## src/eqws_regs.svh

```systemverilog
// register offsets, field positions, reset values and timing counts
// assumes a 12-bit offset inside one switch port's register space
`ifndef EQWS_REGS_SVH
`define EQWS_REGS_SVH
// register offsets within the port space
`define EQWS_OFS_THRESH 12'h840
`define EQWS_OFS_MULT 12'h844
`define EQWS_OFS_MON 12'h848
`define EQWS_OFS_QIDX 12'h900
`define EQWS_OFS_QIDX_B 12'h903
`define EQWS_OFS_VID 12'h904
`define EQWS_OFS_POLICY 12'h914
`define EQWS_OFS_WEIGHT 12'h915
// field positions
`define EQWS_HI_MSB 26
`define EQWS_HI_LSB 16
`define EQWS_LO_MSB 10
`define EQWS_LO_LSB 0
`define EQWS_CTL_MSB 31
`define EQWS_CTL_LSB 26
`define EQWS_CNT_MSB 23
`define EQWS_SCHED_MSB 7
`define EQWS_SCHED_LSB 6
`define EQWS_SHAPER_MSB 5
`define EQWS_SHAPER_LSB 4
`define EQWS_WEIGHT_MSB 6
// bit positions inside the six stored control bits (31:26)
`define EQWS_C_RAND 5
`define EQWS_C_FLUSH 4
`define EQWS_C_INH_ALL 3
`define EQWS_C_INH_YELRED 2
`define EQWS_C_R 1
`define EQWS_C_ALL 0
// reset values
`define EQWS_RST_MAX 11'h080
`define EQWS_RST_MIN 11'h009
`define EQWS_RST_MULT 11'h010
`define EQWS_RST_SCHED 2'h2
`define EQWS_RST_SHAPER 2'h0
`define EQWS_RST_WEIGHT 7'h01
// average sampling period and its cycle count at the core clock
`define EQWS_CLK_PERIOD_NS 10
`define EQWS_AVG_PERIOD_NS 1000
`define EQWS_AVG_CYCLES (`EQWS_AVG_PERIOD_NS / `EQWS_CLK_PERIOD_NS)
// averaging weight as a right shift (1/8 per sample)
`define EQWS_AVG_SHIFT 3
`endif
```

## src/eqws_pkg.sv

```systemverilog
// types for the egress queue drop and scheduling block
// assumes four queues per port and an 11-bit queue size scale
package eqws_pkg;
    // scheduler codes; 01 and 11 are reserved
    typedef enum logic [1:0] {
        EQWS_SCHED_STRICT = 2'b00,
        EQWS_SCHED_RSV1 = 2'b01,
        EQWS_SCHED_WRR = 2'b10,
        EQWS_SCHED_RSV3 = 2'b11
    } eqws_sched_type;
    // packet colour from the policer
    typedef enum logic [1:0] {
        EQWS_GREEN = 2'b00,
        EQWS_YELLOW = 2'b01,
        EQWS_RED = 2'b10,
        EQWS_COL_RSV = 2'b11
    } eqws_colour_type;
    // admission request from the queue manager
    typedef struct packed {
        logic valid;
        logic [1:0] queue;
        eqws_colour_type colour;
    } eqws_pkt_type;
    // admission answer
    typedef struct packed {
        logic valid;
        logic [1:0] queue;
        logic drop;
    } eqws_verdict_type;
    // egress tag in and out
    typedef struct packed {
        logic valid;
        logic dtag;
        logic [11:0] outer_vid;
        logic [11:0] inner_vid;
    } eqws_tag_type;
    // transmit grant
    typedef struct packed {
        logic valid;
        logic [1:0] queue;
    } eqws_grant_type;
    // complete block state
    typedef struct packed {
        logic [3:0][10:0] max_th;
        logic [3:0][10:0] min_th;
        logic [3:0][10:0] mult;
        logic [3:0][10:0] avg;
        logic [3:0][5:0] ctl;
        logic [3:0][23:0] cnt;
        logic [3:0][1:0] sched;
        logic [3:0][1:0] shaper;
        logic [3:0][6:0] weight;
        logic [1:0] qidx;
        logic vid_rep;
        logic [31:0] rdata;
        logic [15:0] lfsr;
        logic [15:0] tick_cnt;
        eqws_verdict_type verdict;
        eqws_grant_type grant;
        logic [1:0] wrr_q;
        logic [6:0] wrr_used;
        eqws_tag_type tag;
    } eqws_state_type;
endpackage : eqws_pkg

```

## src/eqws_egress_queue.sv

```systemverilog
// egress queue drop control, transmit scheduler and vid replacement
// assumes one instance per switch port, inputs synchronous to core_clk
`include "eqws_regs.svh"
`timescale 1ns/10ps
`default_nettype none
module eqws_egress_queue #(
    parameter int AVG_CYCLES = `EQWS_AVG_CYCLES
) (
    input wire logic core_clk,
    input wire logic sys_rst,
    input wire logic [11:0] reg_addr,
    input wire logic [31:0] reg_wdata,
    input wire logic reg_wr,
    input wire logic reg_rd,
    output logic [31:0] reg_rdata,
    input wire logic [3:0][10:0] q_depth,
    input wire eqws_pkg::eqws_pkt_type pkt_in,
    output eqws_pkg::eqws_verdict_type verdict_out,
    input wire logic [1:0] txq_count,
    input wire logic [3:0] q_nonempty,
    input wire logic tx_ready,
    output eqws_pkg::eqws_grant_type grant_out,
    output logic [3:0][1:0] shaper_sel,
    input wire logic [11:0] port_default_vlan_id,
    input wire eqws_pkg::eqws_tag_type tag_in,
    output eqws_pkg::eqws_tag_type tag_out
);
    eqws_pkg::eqws_state_type st_r; // registered state
    eqws_pkg::eqws_state_type st_nxt; // next state
    logic [3:0][10:0] avg_step; // next average per queue
    logic [10:0] avg_q; // addressed queue average
    logic [10:0] min_q; // addressed queue minimum
    logic [10:0] max_q; // addressed queue maximum
    logic [5:0] ctl_q; // addressed queue control bits
    logic [10:0] span; // max minus min, zero if inverted
    logic [10:0] excess; // avg minus min
    logic [20:0] lhs; // random sample scaled by span
    logic [21:0] rhs; // excess scaled by multiplier
    logic inhibit; // colour inhibit hit
    logic below; // average under minimum
    logic above; // average over maximum
    logic rand_hit; // random drop chosen
    logic drop_now; // verdict before registering
    logic [3:0] q_mask; // enabled queues
    logic [3:0] ready_q; // enabled and waiting
    logic [1:0] hi_q; // highest waiting queue
    logic [1:0] rr_next; // next waiting queue in turn
    logic rr_found; // rr_next is valid
    logic [1:0] cand; // loop candidate
    logic tick; // averaging enable pulse
    logic flush_edge; // rising flush bit on write

    // running average per queue, 1/8 step toward depth, rounded up
    genvar gi;
    generate
        for (gi = 0; gi < 4; gi++)
        begin : g_avg
            logic up;
            logic [10:0] diff;
            logic [10:0] inc;
            assign up = q_depth[gi] > st_r.avg[gi];
            assign diff = up ? q_depth[gi] - st_r.avg[gi]
                             : st_r.avg[gi] - q_depth[gi];
            assign inc = 11'((12'(diff) + 12'h007) >> `EQWS_AVG_SHIFT);
            assign avg_step[gi] = up ? st_r.avg[gi] + inc
                                     : st_r.avg[gi] - inc;
        end
    endgenerate

    // operands of the admission decision for the requested queue
    assign avg_q = st_r.avg[pkt_in.queue];
    assign min_q = st_r.min_th[pkt_in.queue];
    assign max_q = st_r.max_th[pkt_in.queue];
    assign ctl_q = st_r.ctl[pkt_in.queue];
    assign span = (max_q > min_q) ? max_q - min_q : 11'h000;
    assign excess = (avg_q > min_q) ? avg_q - min_q : 11'h000;
    // chance = excess*mult / (1024*span); avoids a divider
    assign lhs = 21'(st_r.lfsr[9:0]) * 21'(span);
    assign rhs = 22'(excess) * 22'(st_r.mult[pkt_in.queue]);
    // reserved colour is treated as red
    assign inhibit = ctl_q[`EQWS_C_INH_ALL]
        | (ctl_q[`EQWS_C_INH_YELRED]
            && pkt_in.colour != eqws_pkg::EQWS_GREEN)
        | (ctl_q[`EQWS_C_R] && (pkt_in.colour == eqws_pkg::EQWS_RED
            || pkt_in.colour == eqws_pkg::EQWS_COL_RSV));
    assign below = avg_q < min_q;
    assign above = avg_q > max_q;
    assign rand_hit = ctl_q[`EQWS_C_RAND] && (22'(lhs) < rhs);
    // above maximum: drop-all forces, otherwise multiplier decides
    assign drop_now = !inhibit && !below
        && (above ? (ctl_q[`EQWS_C_ALL] || rand_hit)
                  : rand_hit);

    // queues taking part: one, two or four
    assign q_mask = (txq_count == 2'd2) ? 4'hF
                  : (txq_count == 2'd1) ? 4'h3 : 4'h1;
    assign ready_q = q_mask & q_nonempty;
    // highest waiting queue wins in strict mode
    assign hi_q = ready_q[3] ? 2'd3 : ready_q[2] ? 2'd2
                : ready_q[1] ? 2'd1 : 2'd0;
    // next waiting queue below the current one, wrapping round
    always_comb
    begin
        rr_next = st_r.wrr_q;
        rr_found = 1'b0;
        cand = st_r.wrr_q;
        for (int k = 1; k < 4; k++)
        begin
            cand = 2'(st_r.wrr_q - 2'(k));
            if (!rr_found && ready_q[cand])
            begin
                rr_next = cand;
                rr_found = 1'b1;
            end
        end
    end

    // averaging enable: one pulse every AVG_CYCLES, a slow rate without
    // a second clock
    assign tick = st_r.tick_cnt == 16'(AVG_CYCLES - 1);
    // edge taken against the stored bit of the indexed queue, so writing
    // a steady 1 again leaves the counter alone
    assign flush_edge = reg_wr && reg_addr == `EQWS_OFS_MON
        && reg_wdata[30] && !st_r.ctl[st_r.qidx][`EQWS_C_FLUSH];

    // whole next-state function
    always_comb
    begin
        st_nxt = st_r;
        // lfsr steps every cycle; its low ten bits are the random sample,
        // cheap but with a period far short of true randomness
        st_nxt.lfsr = {st_r.lfsr[14:0], st_r.lfsr[15] ^ st_r.lfsr[13]
            ^ st_r.lfsr[12] ^ st_r.lfsr[10]};
        st_nxt.verdict = '0;
        st_nxt.grant = '0;
        st_nxt.tag = '0;
        st_nxt.rdata = 32'h0000_0000;
        // averaging divider and update
        st_nxt.tick_cnt = tick ? 16'h0000 : st_r.tick_cnt + 16'h0001;
        if (tick)
        begin
            st_nxt.avg = avg_step;
        end
        // register writes, indexed ones land in the selected queue
        if (reg_wr)
        begin
            case (reg_addr)
                `EQWS_OFS_THRESH:
                begin
                    st_nxt.max_th[st_r.qidx] = reg_wdata[26:16];
                    st_nxt.min_th[st_r.qidx] = reg_wdata[10:0];
                end
                `EQWS_OFS_MULT:
                begin
                    // average field ignored on write
                    st_nxt.mult[st_r.qidx] = reg_wdata[26:16];
                end
                `EQWS_OFS_MON:
                begin
                    st_nxt.ctl[st_r.qidx] = reg_wdata[31:26];
                    if (flush_edge)
                    begin
                        st_nxt.cnt[st_r.qidx] = 24'h000000;
                    end
                end
                `EQWS_OFS_QIDX:
                begin
                    st_nxt.qidx = reg_wdata[1:0];
                end
                `EQWS_OFS_QIDX_B:
                begin
                    // byte alias carries bits 7:0 in the low lane
                    st_nxt.qidx = reg_wdata[1:0];
                end
                `EQWS_OFS_VID:
                begin
                    st_nxt.vid_rep = reg_wdata[0];
                end
                `EQWS_OFS_POLICY:
                begin
                    st_nxt.sched[st_r.qidx] = reg_wdata[7:6];
                    st_nxt.shaper[st_r.qidx] = reg_wdata[5:4];
                end
                `EQWS_OFS_WEIGHT:
                begin
                    st_nxt.weight[st_r.qidx] = reg_wdata[6:0];
                end
                default:
                begin
                    // unmapped writes are dropped
                end
            endcase
        end
        // register reads, reserved bits and unmapped offsets read zero
        if (reg_rd)
        begin
            case (reg_addr)
                `EQWS_OFS_THRESH:
                    st_nxt.rdata = {5'h00, st_r.max_th[st_r.qidx],
                        5'h00, st_r.min_th[st_r.qidx]};
                `EQWS_OFS_MULT:
                    st_nxt.rdata = {5'h00, st_r.mult[st_r.qidx],
                        5'h00, st_r.avg[st_r.qidx]};
                `EQWS_OFS_MON:
                    st_nxt.rdata = {st_r.ctl[st_r.qidx], 2'h0,
                        st_r.cnt[st_r.qidx]};
                `EQWS_OFS_QIDX, `EQWS_OFS_QIDX_B:
                    st_nxt.rdata = {30'h00000000, st_r.qidx};
                `EQWS_OFS_VID:
                    st_nxt.rdata = {31'h00000000, st_r.vid_rep};
                `EQWS_OFS_POLICY:
                    st_nxt.rdata = {24'h000000, st_r.sched[st_r.qidx],
                        st_r.shaper[st_r.qidx], 4'h0};
                `EQWS_OFS_WEIGHT:
                    st_nxt.rdata = {25'h0000000, st_r.weight[st_r.qidx]};
                default:
                    st_nxt.rdata = 32'h0000_0000;
            endcase
        end
        // admission verdict; a drop counts after any flush, so it survives
        if (pkt_in.valid)
        begin
            st_nxt.verdict.valid = 1'b1;
            st_nxt.verdict.queue = pkt_in.queue;
            st_nxt.verdict.drop = drop_now;
            if (drop_now)
            begin
                st_nxt.cnt[pkt_in.queue] =
                    st_nxt.cnt[pkt_in.queue] + 24'h000001;
            end
        end
        // transmit scheduler, policy taken from queue 0's entry
        // one policy per port keeps the arbiter a single decision path
        if (tx_ready && ready_q != 4'h0)
        begin
            st_nxt.grant.valid = 1'b1;
            if (txq_count == 2'd0)
            begin
                st_nxt.grant.queue = 2'd0;
            end
            else if (st_r.sched[0] == eqws_pkg::EQWS_SCHED_WRR)
            begin
                // stay while weight allows, else move on in turn
                if (ready_q[st_r.wrr_q]
                    && st_r.wrr_used < st_r.weight[st_r.wrr_q])
                begin
                    st_nxt.grant.queue = st_r.wrr_q;
                    st_nxt.wrr_used = st_r.wrr_used + 7'h01;
                end
                else
                begin
                    st_nxt.grant.queue = rr_found ? rr_next
                                                  : st_r.wrr_q;
                    st_nxt.wrr_q = rr_found ? rr_next : st_r.wrr_q;
                    st_nxt.wrr_used = 7'h01;
                end
            end
            else
            begin
                // strict, also for the reserved codes
                st_nxt.grant.queue = hi_q;
            end
        end
        // egress vid replacement
        if (tag_in.valid)
        begin
            st_nxt.tag = tag_in;
            if (st_r.vid_rep && tag_in.dtag
                && tag_in.outer_vid != 12'h000)
            begin
                st_nxt.tag.outer_vid = port_default_vlan_id;
            end
            else if (st_r.vid_rep && !tag_in.dtag
                && tag_in.inner_vid != 12'h000)
            begin
                st_nxt.tag.inner_vid = port_default_vlan_id;
            end
        end
        // synchronous reset to documented defaults
        if (sys_rst)
        begin
            st_nxt = '0;
            st_nxt.lfsr = 16'hACE1;
            for (int q = 0; q < 4; q++)
            begin
                st_nxt.max_th[q] = `EQWS_RST_MAX;
                st_nxt.min_th[q] = `EQWS_RST_MIN;
                st_nxt.mult[q] = `EQWS_RST_MULT;
                st_nxt.sched[q] = `EQWS_RST_SCHED;
                st_nxt.shaper[q] = `EQWS_RST_SHAPER;
                st_nxt.weight[q] = `EQWS_RST_WEIGHT;
            end
        end
    end

    // single state register
    always_ff @(posedge core_clk)
    begin
        st_r <= st_nxt;
    end

    // outputs straight from state
    assign reg_rdata = st_r.rdata;
    assign verdict_out = st_r.verdict;
    assign grant_out = st_r.grant;
    assign shaper_sel = st_r.shaper;
    assign tag_out = st_r.tag;
endmodule : eqws_egress_queue
`default_nettype wire

```

## config.mk

```make
export PLATFORM = sky130hd
export DESIGN_NAME = eqws_egress_queue
export DESIGN_NICKNAME = d
export VERILOG_FILES = /design/src/eqws_pkg.sv /design/src/eqws_egress_queue.sv
export VERILOG_INCLUDE_DIRS = /design/src
export SDC_FILE = /design/constraint.sdc
export NUM_CORES = 2
export LEC_CHECK = 0
export BUFFER_PORTS_ARGS = -buffer_cell sky130_fd_sc_hd__buf_2
export CORE_MARGIN = 5
export CORE_UTILIZATION = 35
export CTS_CLUSTER_DIAMETER = 50
export CTS_CLUSTER_SIZE = 28
export DETAILED_ROUTE_END_ITERATION = 10
export PLACE_DENSITY = 0.5
export SKIP_CTS_REPAIR_TIMING = 1
export SYNTH_ARGS = -nofsm -noshare
export SYNTH_HDL_FRONTEND = slang
export SYNTH_SLANG_ARGS = --single-unit
```

## constraint.sdc

```tcl
create_clock -name core_clk -period 15.95 [get_ports core_clk]
set_input_delay 3.9875 -clock core_clk [delete_from_list [all_inputs] [get_ports core_clk]]
set_output_delay 3.9875 -clock core_clk [all_outputs]
set_load 0.005 [all_outputs]
```

# ---- Word-level counts from Yosys, hierarchy flattened
# Index checks and enable logic that the tools add are counted.
dict set report op_classes {
  n_addsub 28
  eq_ne 14
  n_mul 2
  order_cmp 18
  bitwise_logic 13
  reduce_logical 45
  muxes 105
}
# op count
set ops {}
lappend ops {{96-bit two-way mux} 4}
lappend ops {{32-bit one-hot mux with 7 select lines} 1}
lappend ops {{11-bit two-way mux} 19}
lappend ops {{11-bit binary-select mux with 2-bit select} 8}
lappend ops {{143-bit two-way mux} 1}
lappend ops {{44-bit bitwise mux} 3}
lappend ops {{11-bit subtractor} 10}
lappend ops {{96-bit bitwise AND} 1}
lappend ops {{24-bit binary-select mux with 2-bit select} 2}
lappend ops {{96-bit bitwise mux} 1}
lappend ops {{24-bit demux with 2-bit select} 2}
lappend ops {{12-bit == test (second input constant)} 8}
lappend ops {{24-bit two-way mux} 4}
lappend ops {{96-bit inverter} 1}
lappend ops {{11-bit greater-than comparator} 7}
lappend ops {{11-bit by 3-bit adder with 12-bit output (second input constant)} 4}
lappend ops {{12-bit two-way mux} 4}
lappend ops {{11-bit by 9-bit adder with 11-bit output} 4}
lappend ops {{11-bit by 9-bit subtractor with 11-bit output} 4}
lappend ops {{7-bit binary-select mux with 2-bit select} 2}
lappend ops {{28-bit bitwise mux} 1}
lappend ops {{2-bit two-way mux} 14}
lappend ops {{28-bit two-way mux} 1}
lappend ops {{7-bit two-way mux} 4}
lappend ops {{other kinds (45)} 115}
dict set report totals {
  word_cells 277
  output_inout_bits 73
  ff_bits 449
  in_bits 142
}

# ---- Longest topological paths before layout
dict set report logic_depth {
  word_depth 18
  depth_mapped 49
  ltp_nobuf 43
}

# ---- Worst setup path before layout
# Ideal clock, no wire load.
dict set report synth_path {
  path_type {input to register}
  from {in pkt_in[2] (netlist bit)}
  to {reg st_r[167] (netlist bit)}
  t_required_ns 15.878
  stages 45
  setup_time_ns 0.072
  n_path_buf 5
  setup_slack_ns 1.135
  arrival_time_ns 14.743
  path_cell_list {clkbuf_1 -> buf_1 -> clkbuf_1 -> mux4_2 -> inv_1 -> ha_1 -> nor2b_1 -> o21ai_0 -> a21boi_0 -> o21ai_0 -> a211oi_1 -> a221o_1 -> a21boi_1 -> clkbuf_1 -> and2_1 -> nand2_1 -> fa_1 -> inv_1 -> (+9 left out) -> o2bb2ai_1 -> o211ai_1 -> o41ai_1 -> o21ba_2 -> xnor2_1 -> ha_1 -> a21o_1 -> a21o_1 -> a21o_1 -> a21oi_1 -> nor2b_1 -> o21ai_0 -> and3b_1 -> o311ai_0 -> and2_1 -> a211oi_2 -> clkbuf_1 -> mux2i_1}
}
dict set report synth_between {
  elab_chain_len 12
  elab_cells_between_ends 43
  classes_between {3 x add/sub; 2 x mul; 7 x order compare; 20 x mux; 2 x bitwise; 9 x reduce/logical}
}
# element line
set synth_rtl {}
lappend synth_rtl {{from (decl)} eqws_egress_queue.sv:17} ;# input wire eqws_pkg::eqws_pkt_type pkt_in,
lappend synth_rtl {{11-bit binary-select mux with 2-bit select (on tied branches)} {eqws_egress_queue.sv:73, eqws_egress_queue.sv:71, eqws_egress_queue.sv:72}}
lappend synth_rtl {{11-bit two-way mux (on tied branches)} {eqws_egress_queue.sv:73, eqws_egress_queue.sv:71, eqws_egress_queue.sv:72}}
lappend synth_rtl {{11-bit subtractor (tied with other cells)} eqws_egress_queue.sv:75} ;# assign span = (max_q > min_q) ? max_q - min_q : 11'h000;
lappend synth_rtl {{11-bit two-way mux (on tied branches)} {eqws_egress_queue.sv:75, eqws_egress_queue.sv:76}}
lappend synth_rtl {{10-bit by 11-bit multiplier with 21-bit output / 11-bit by 11-bit multiplier with 22-bit output (equally long branches)} {eqws_egress_queue.sv:78, eqws_egress_queue.sv:79}}
lappend synth_rtl {{21-bit by 22-bit < comparator with 1-bit output} eqws_egress_queue.sv:88} ;# assign rand_hit = ctl_q[`EQWS_C_RAND] && (22'(lhs) < rhs);
lappend synth_rtl {{1-bit logical AND} eqws_egress_queue.sv:88}
lappend synth_rtl {{1-bit logical OR} eqws_egress_queue.sv:91} ;# && (above ? (ctl_q[`EQWS_C_ALL] || rand_hit)
lappend synth_rtl {{1-bit two-way mux} eqws_egress_queue.sv:91}
lappend synth_rtl {{1-bit logical AND} eqws_egress_queue.sv:90} ;# assign drop_now = !inhibit && !below
lappend synth_rtl {{96-bit two-way mux *} eqws_egress_queue.sv:226} ;# if (drop_now)
lappend synth_rtl {{96-bit two-way mux *} eqws_egress_queue.sv:221} ;# if (pkt_in.valid)
lappend synth_rtl {{to (signal assigned)} eqws_egress_queue.sv:299} ;# st_r <= st_nxt;
lappend synth_rtl {{to (decl)} eqws_egress_queue.sv:28} ;# eqws_pkg::eqws_state_type st_r;
# Mark *: on every way between the ends. The rest lies on a longest branch, timed or not. The select of a mux whose other input is x is not followed.
# A chain may end at the register's enable or synchronous reset.

# ---- Worst setup path after layout
dict set report layout_path {
  from {in pkt_in[3] (netlist bit)}
  to {reg st_r[242] (netlist bit)}
}
# The elaborated chain is that of the path after synthesis.

==> flow_summary.yaml <==
cells_and_area:
  nets: 5140
  post-route-util_pct: 39.4
  fillers: 11100
  stdcell_count: 6014
  area_growth_pct: 11.9
  drive_gt1_share_pct: 13.3
synth:
  ys_ff_latch: 449
  yosysWarnings: 0
  synth_area_leaders: "dfxtp_1 (23%), ha_1 (10%), fa_1 (8.6%)"
  ys.flop_type: "dfxtp_1"
  postSynthCellCount: 4488
  synth_edf_count: 0
  syn_avg_cell_area_um2: 8.53
  syn_nets: 5102
  synthesis.area_mm2: 0.0383
  yosysTopAreaCell: "dfxtp_1"
  async_flop_share_pct: 0
  ys_types: 95
  seq_area_frac_synth_pct: 23.5
  yosysTopAreaCellShare_pct: 23.5
min_path:
  min_path_cells: 1
  min_from: "st_r[72]"
  hold_class: "reg -> reg"
  min_to: "st_r[73]"
die:
  rows: 121
  core_mm2: 0.109
  die_y_um: 341
  start_util_pct: 35.2
  die_area_mm2: 0.116
  chipWidth_um: 341
  io_pins: 215
sta:
  finalCritPeriodShare_pct: 91.7
  fin_skew_ns: 0.0470
  worstMarginPinSlew_ns: 1.18
  fmax_mhz: 68.4
  rsz0062_at_grt: "no"
  period_needed_ns: 14.62
  hold_viol_final: 0
  setup_violations: 0
  max_slew_margin_pct: 20.7
  slew_violations: 0
  finalSetupTns_ns: 0
  worst_slack_ns: 1.33
placement:
  place_inst: 5864
  pre_cts_slack_ns: 0.895
  dp_hpwl_mm: 87.0
  gp_congestion: 0.849
  port_buffers: 209
drt:
  vias: 32000
  wl_mm: 118
  routedWlPerCell_um: 19.6
  vias_per_cell: 5.32
  drt_iter0_drc: 2277
  drtPass1Iterations: 5
  ant_nets: 0
  drc_errors: 0
worst_setup_path:
  endpoint_kind: "flop"
  critical-path-max-stage-delay_ns: 0.63
  required_ns: 16.47
  cp_max_fo: 24
  slowest_stage: "mux4_2"
  r2r_slack_ns: 4.83
  critPathLaunchType: "input pin"
  rr_worst_depth: 43
  worstSetupPathType: "in -> reg"
  critPathTopFamily: "compound AO/OA/AOI/OAI gates"
  cp.arrival_ns: 15.14
  timing.rr.start: "st_r[384]"
  rr_endpoint: "st_r[242]"
  crit_buf_inv: 7
global_routing:
  grtUsageTotal_pct: 19.9
  grt_pass1_wl_mm: 184
  grt_pass1_vias: 31800
  overflow: 0
  grt_max_degree: 128
  antenna_found_initial: 30
clock_network:
  clock_latency_ns: 0.66
  cts_tree: "yes"
  ctsLongestPathBuffers: 3
  cts_root_buf: "clkbuf_16"
  clk_pin_slew_ns: 0.06
  clock_sinks: 449
  numCtsBuffers: 74
  h-tree-depth: 3
pwr:
  power_mw: 3.67
  power.density_mw_per_mm2: 85.7
  vdd_ir_drop_max_v: 0.0000707
  p_leak_nw: 18.1
status:
  outcome: "complete, no violations"
flow_run:
  maxCapViolCount: 0
[layer usage]
layer  global-route usage (%)  routed length (µm)  up-vias
met5                        0                 110        -
met4                     6.25                3820       18
met3                     3.94                6670      184
met2                     32.1               53400      664
met1                     26.9               54000    15600
li1                         -                   -    15600
[registers in the layout, summed over array words and instances, names as in the netlist]
name / cells
st_r: 376
verdict_out: 4
tag_out: 26
grant_out: 3
reg_rdata: 32
shaper_sel: 8
[how the worst max path moves through the flow]
stage,from,endpoint,slack [ns],cells past startpoint
2_1_floorplan,pkt_in[2],st_r[167],1.14,45
4_1_cts,pkt_in[2],st_r[218],1.54,44
3_3_place_gp,pkt_in[2],st_r[244],0.95,44
6_report,pkt_in[3],st_r[242],1.33,43
3_5_place_dp,pkt_in[2],st_r[242],0.89,44
5_1_grt,pkt_in[3],st_r[169],0.67,39
[worst register-to-register path, delay by kind of cell (launching register included)]
family / cells / cell delay (ns)
muxes: 1 / 0.50
adders and majority gates: 8 / 3.13
AOI/OAI and AO/OA: 20 / 4.77
xor gates and xnor gates: 1 / 0.11
and+or+nand+nor: 6 / 0.92
buffers and inverters: 7 / 1.24
DFF: 1 / 0.31
[final cells by class]
class | instances | area, µm² | area share, %
flip-flops and latches | 449 | 9000 | 21.0
clock buffers | 94 | 2050 | 4.78
inverters | 393 | 1480 | 3.44
clock inverters | 43 | 479 | 1.12
diodes | 13 | 32.5 | 0.0759
multi-input cells | 3341 | 26500 | 61.9
repair buffers | 267 | 1520 | 3.55
well taps | 1414 | 1770 | 4.13
[cell usage in the layout, fill, tap and decap left out, types with 60 or more instances in the layout]
cell,netlist,layout
a21oi_1,281,278
and2_1,61,61
and3_1,87,87
buf_2,26,206
clkbuf_16,0,76
dfxtp_1,449,447
fa_1,164,164
ha_1,308,308
inv_1,393,393
mux2i_1,222,222
mux4_2,136,136
nand2_1,641,641
nand3_1,60,60
nor2_1,366,363
o21ai_0,111,111
xnor2_1,108,108
[power by group]
group / switching (mW) / leakage [nW] / internal [mW]
Sequential: 0.00991 / 3.63 / 1.13
Combinational: 0.512 / 13.2 / 0.394
Clock: 0.633 / 1.22 / 0.993
[kinds of logic (layout without fill, tap and decap cells)]
family | count (synthesis) | count (layout) | share of synthesized area, %
DFF | 449 | 449 | 23.5
muxes | 376 | 376 | 14.3
adders and majority gates | 472 | 472 | 18.6
AOI/OAI and AO/OA | 782 | 782 | 13.3
and+or+nand+nor | 1546 | 1546 | 18.9
other | 0 | 13 | 0
buffers and inverters | 698 | 797 | 7.65
xor gates and xnor gates | 165 | 165 | 3.77
[cells in the mapped netlist, drive strengths merged (16+ instances only)]
cell     count
buf        125
nand4       36
o21a        35
nor3        49
dfxtp      449
nor2b       61
or3         26
mux2i      222
or2         19
xnor2      108
fa         164
a211oi      25
nand2      642
nor4        25
and2        64
and3        87
nand3b      27
nand2b      40
mux4       136
a22oi       59
o2bb2ai     25
a21oi      282
mux2        18
a21boi      23
a21o        50
nor2       366
nand3       60
o21bai      16
o21ai      125
inv        393
xor2        57
ha         308
clkbuf     180
[metrics by stage]
stage	hold WS, ns	instance area (µm²)
CTS	0.410	42800
floorplan	0.389	38300
detailed placement	0.401	40300
finish	0.406	42800
global route	0.429	42800
global placement	0.393	40300
(Power assumes the default switching activity.)
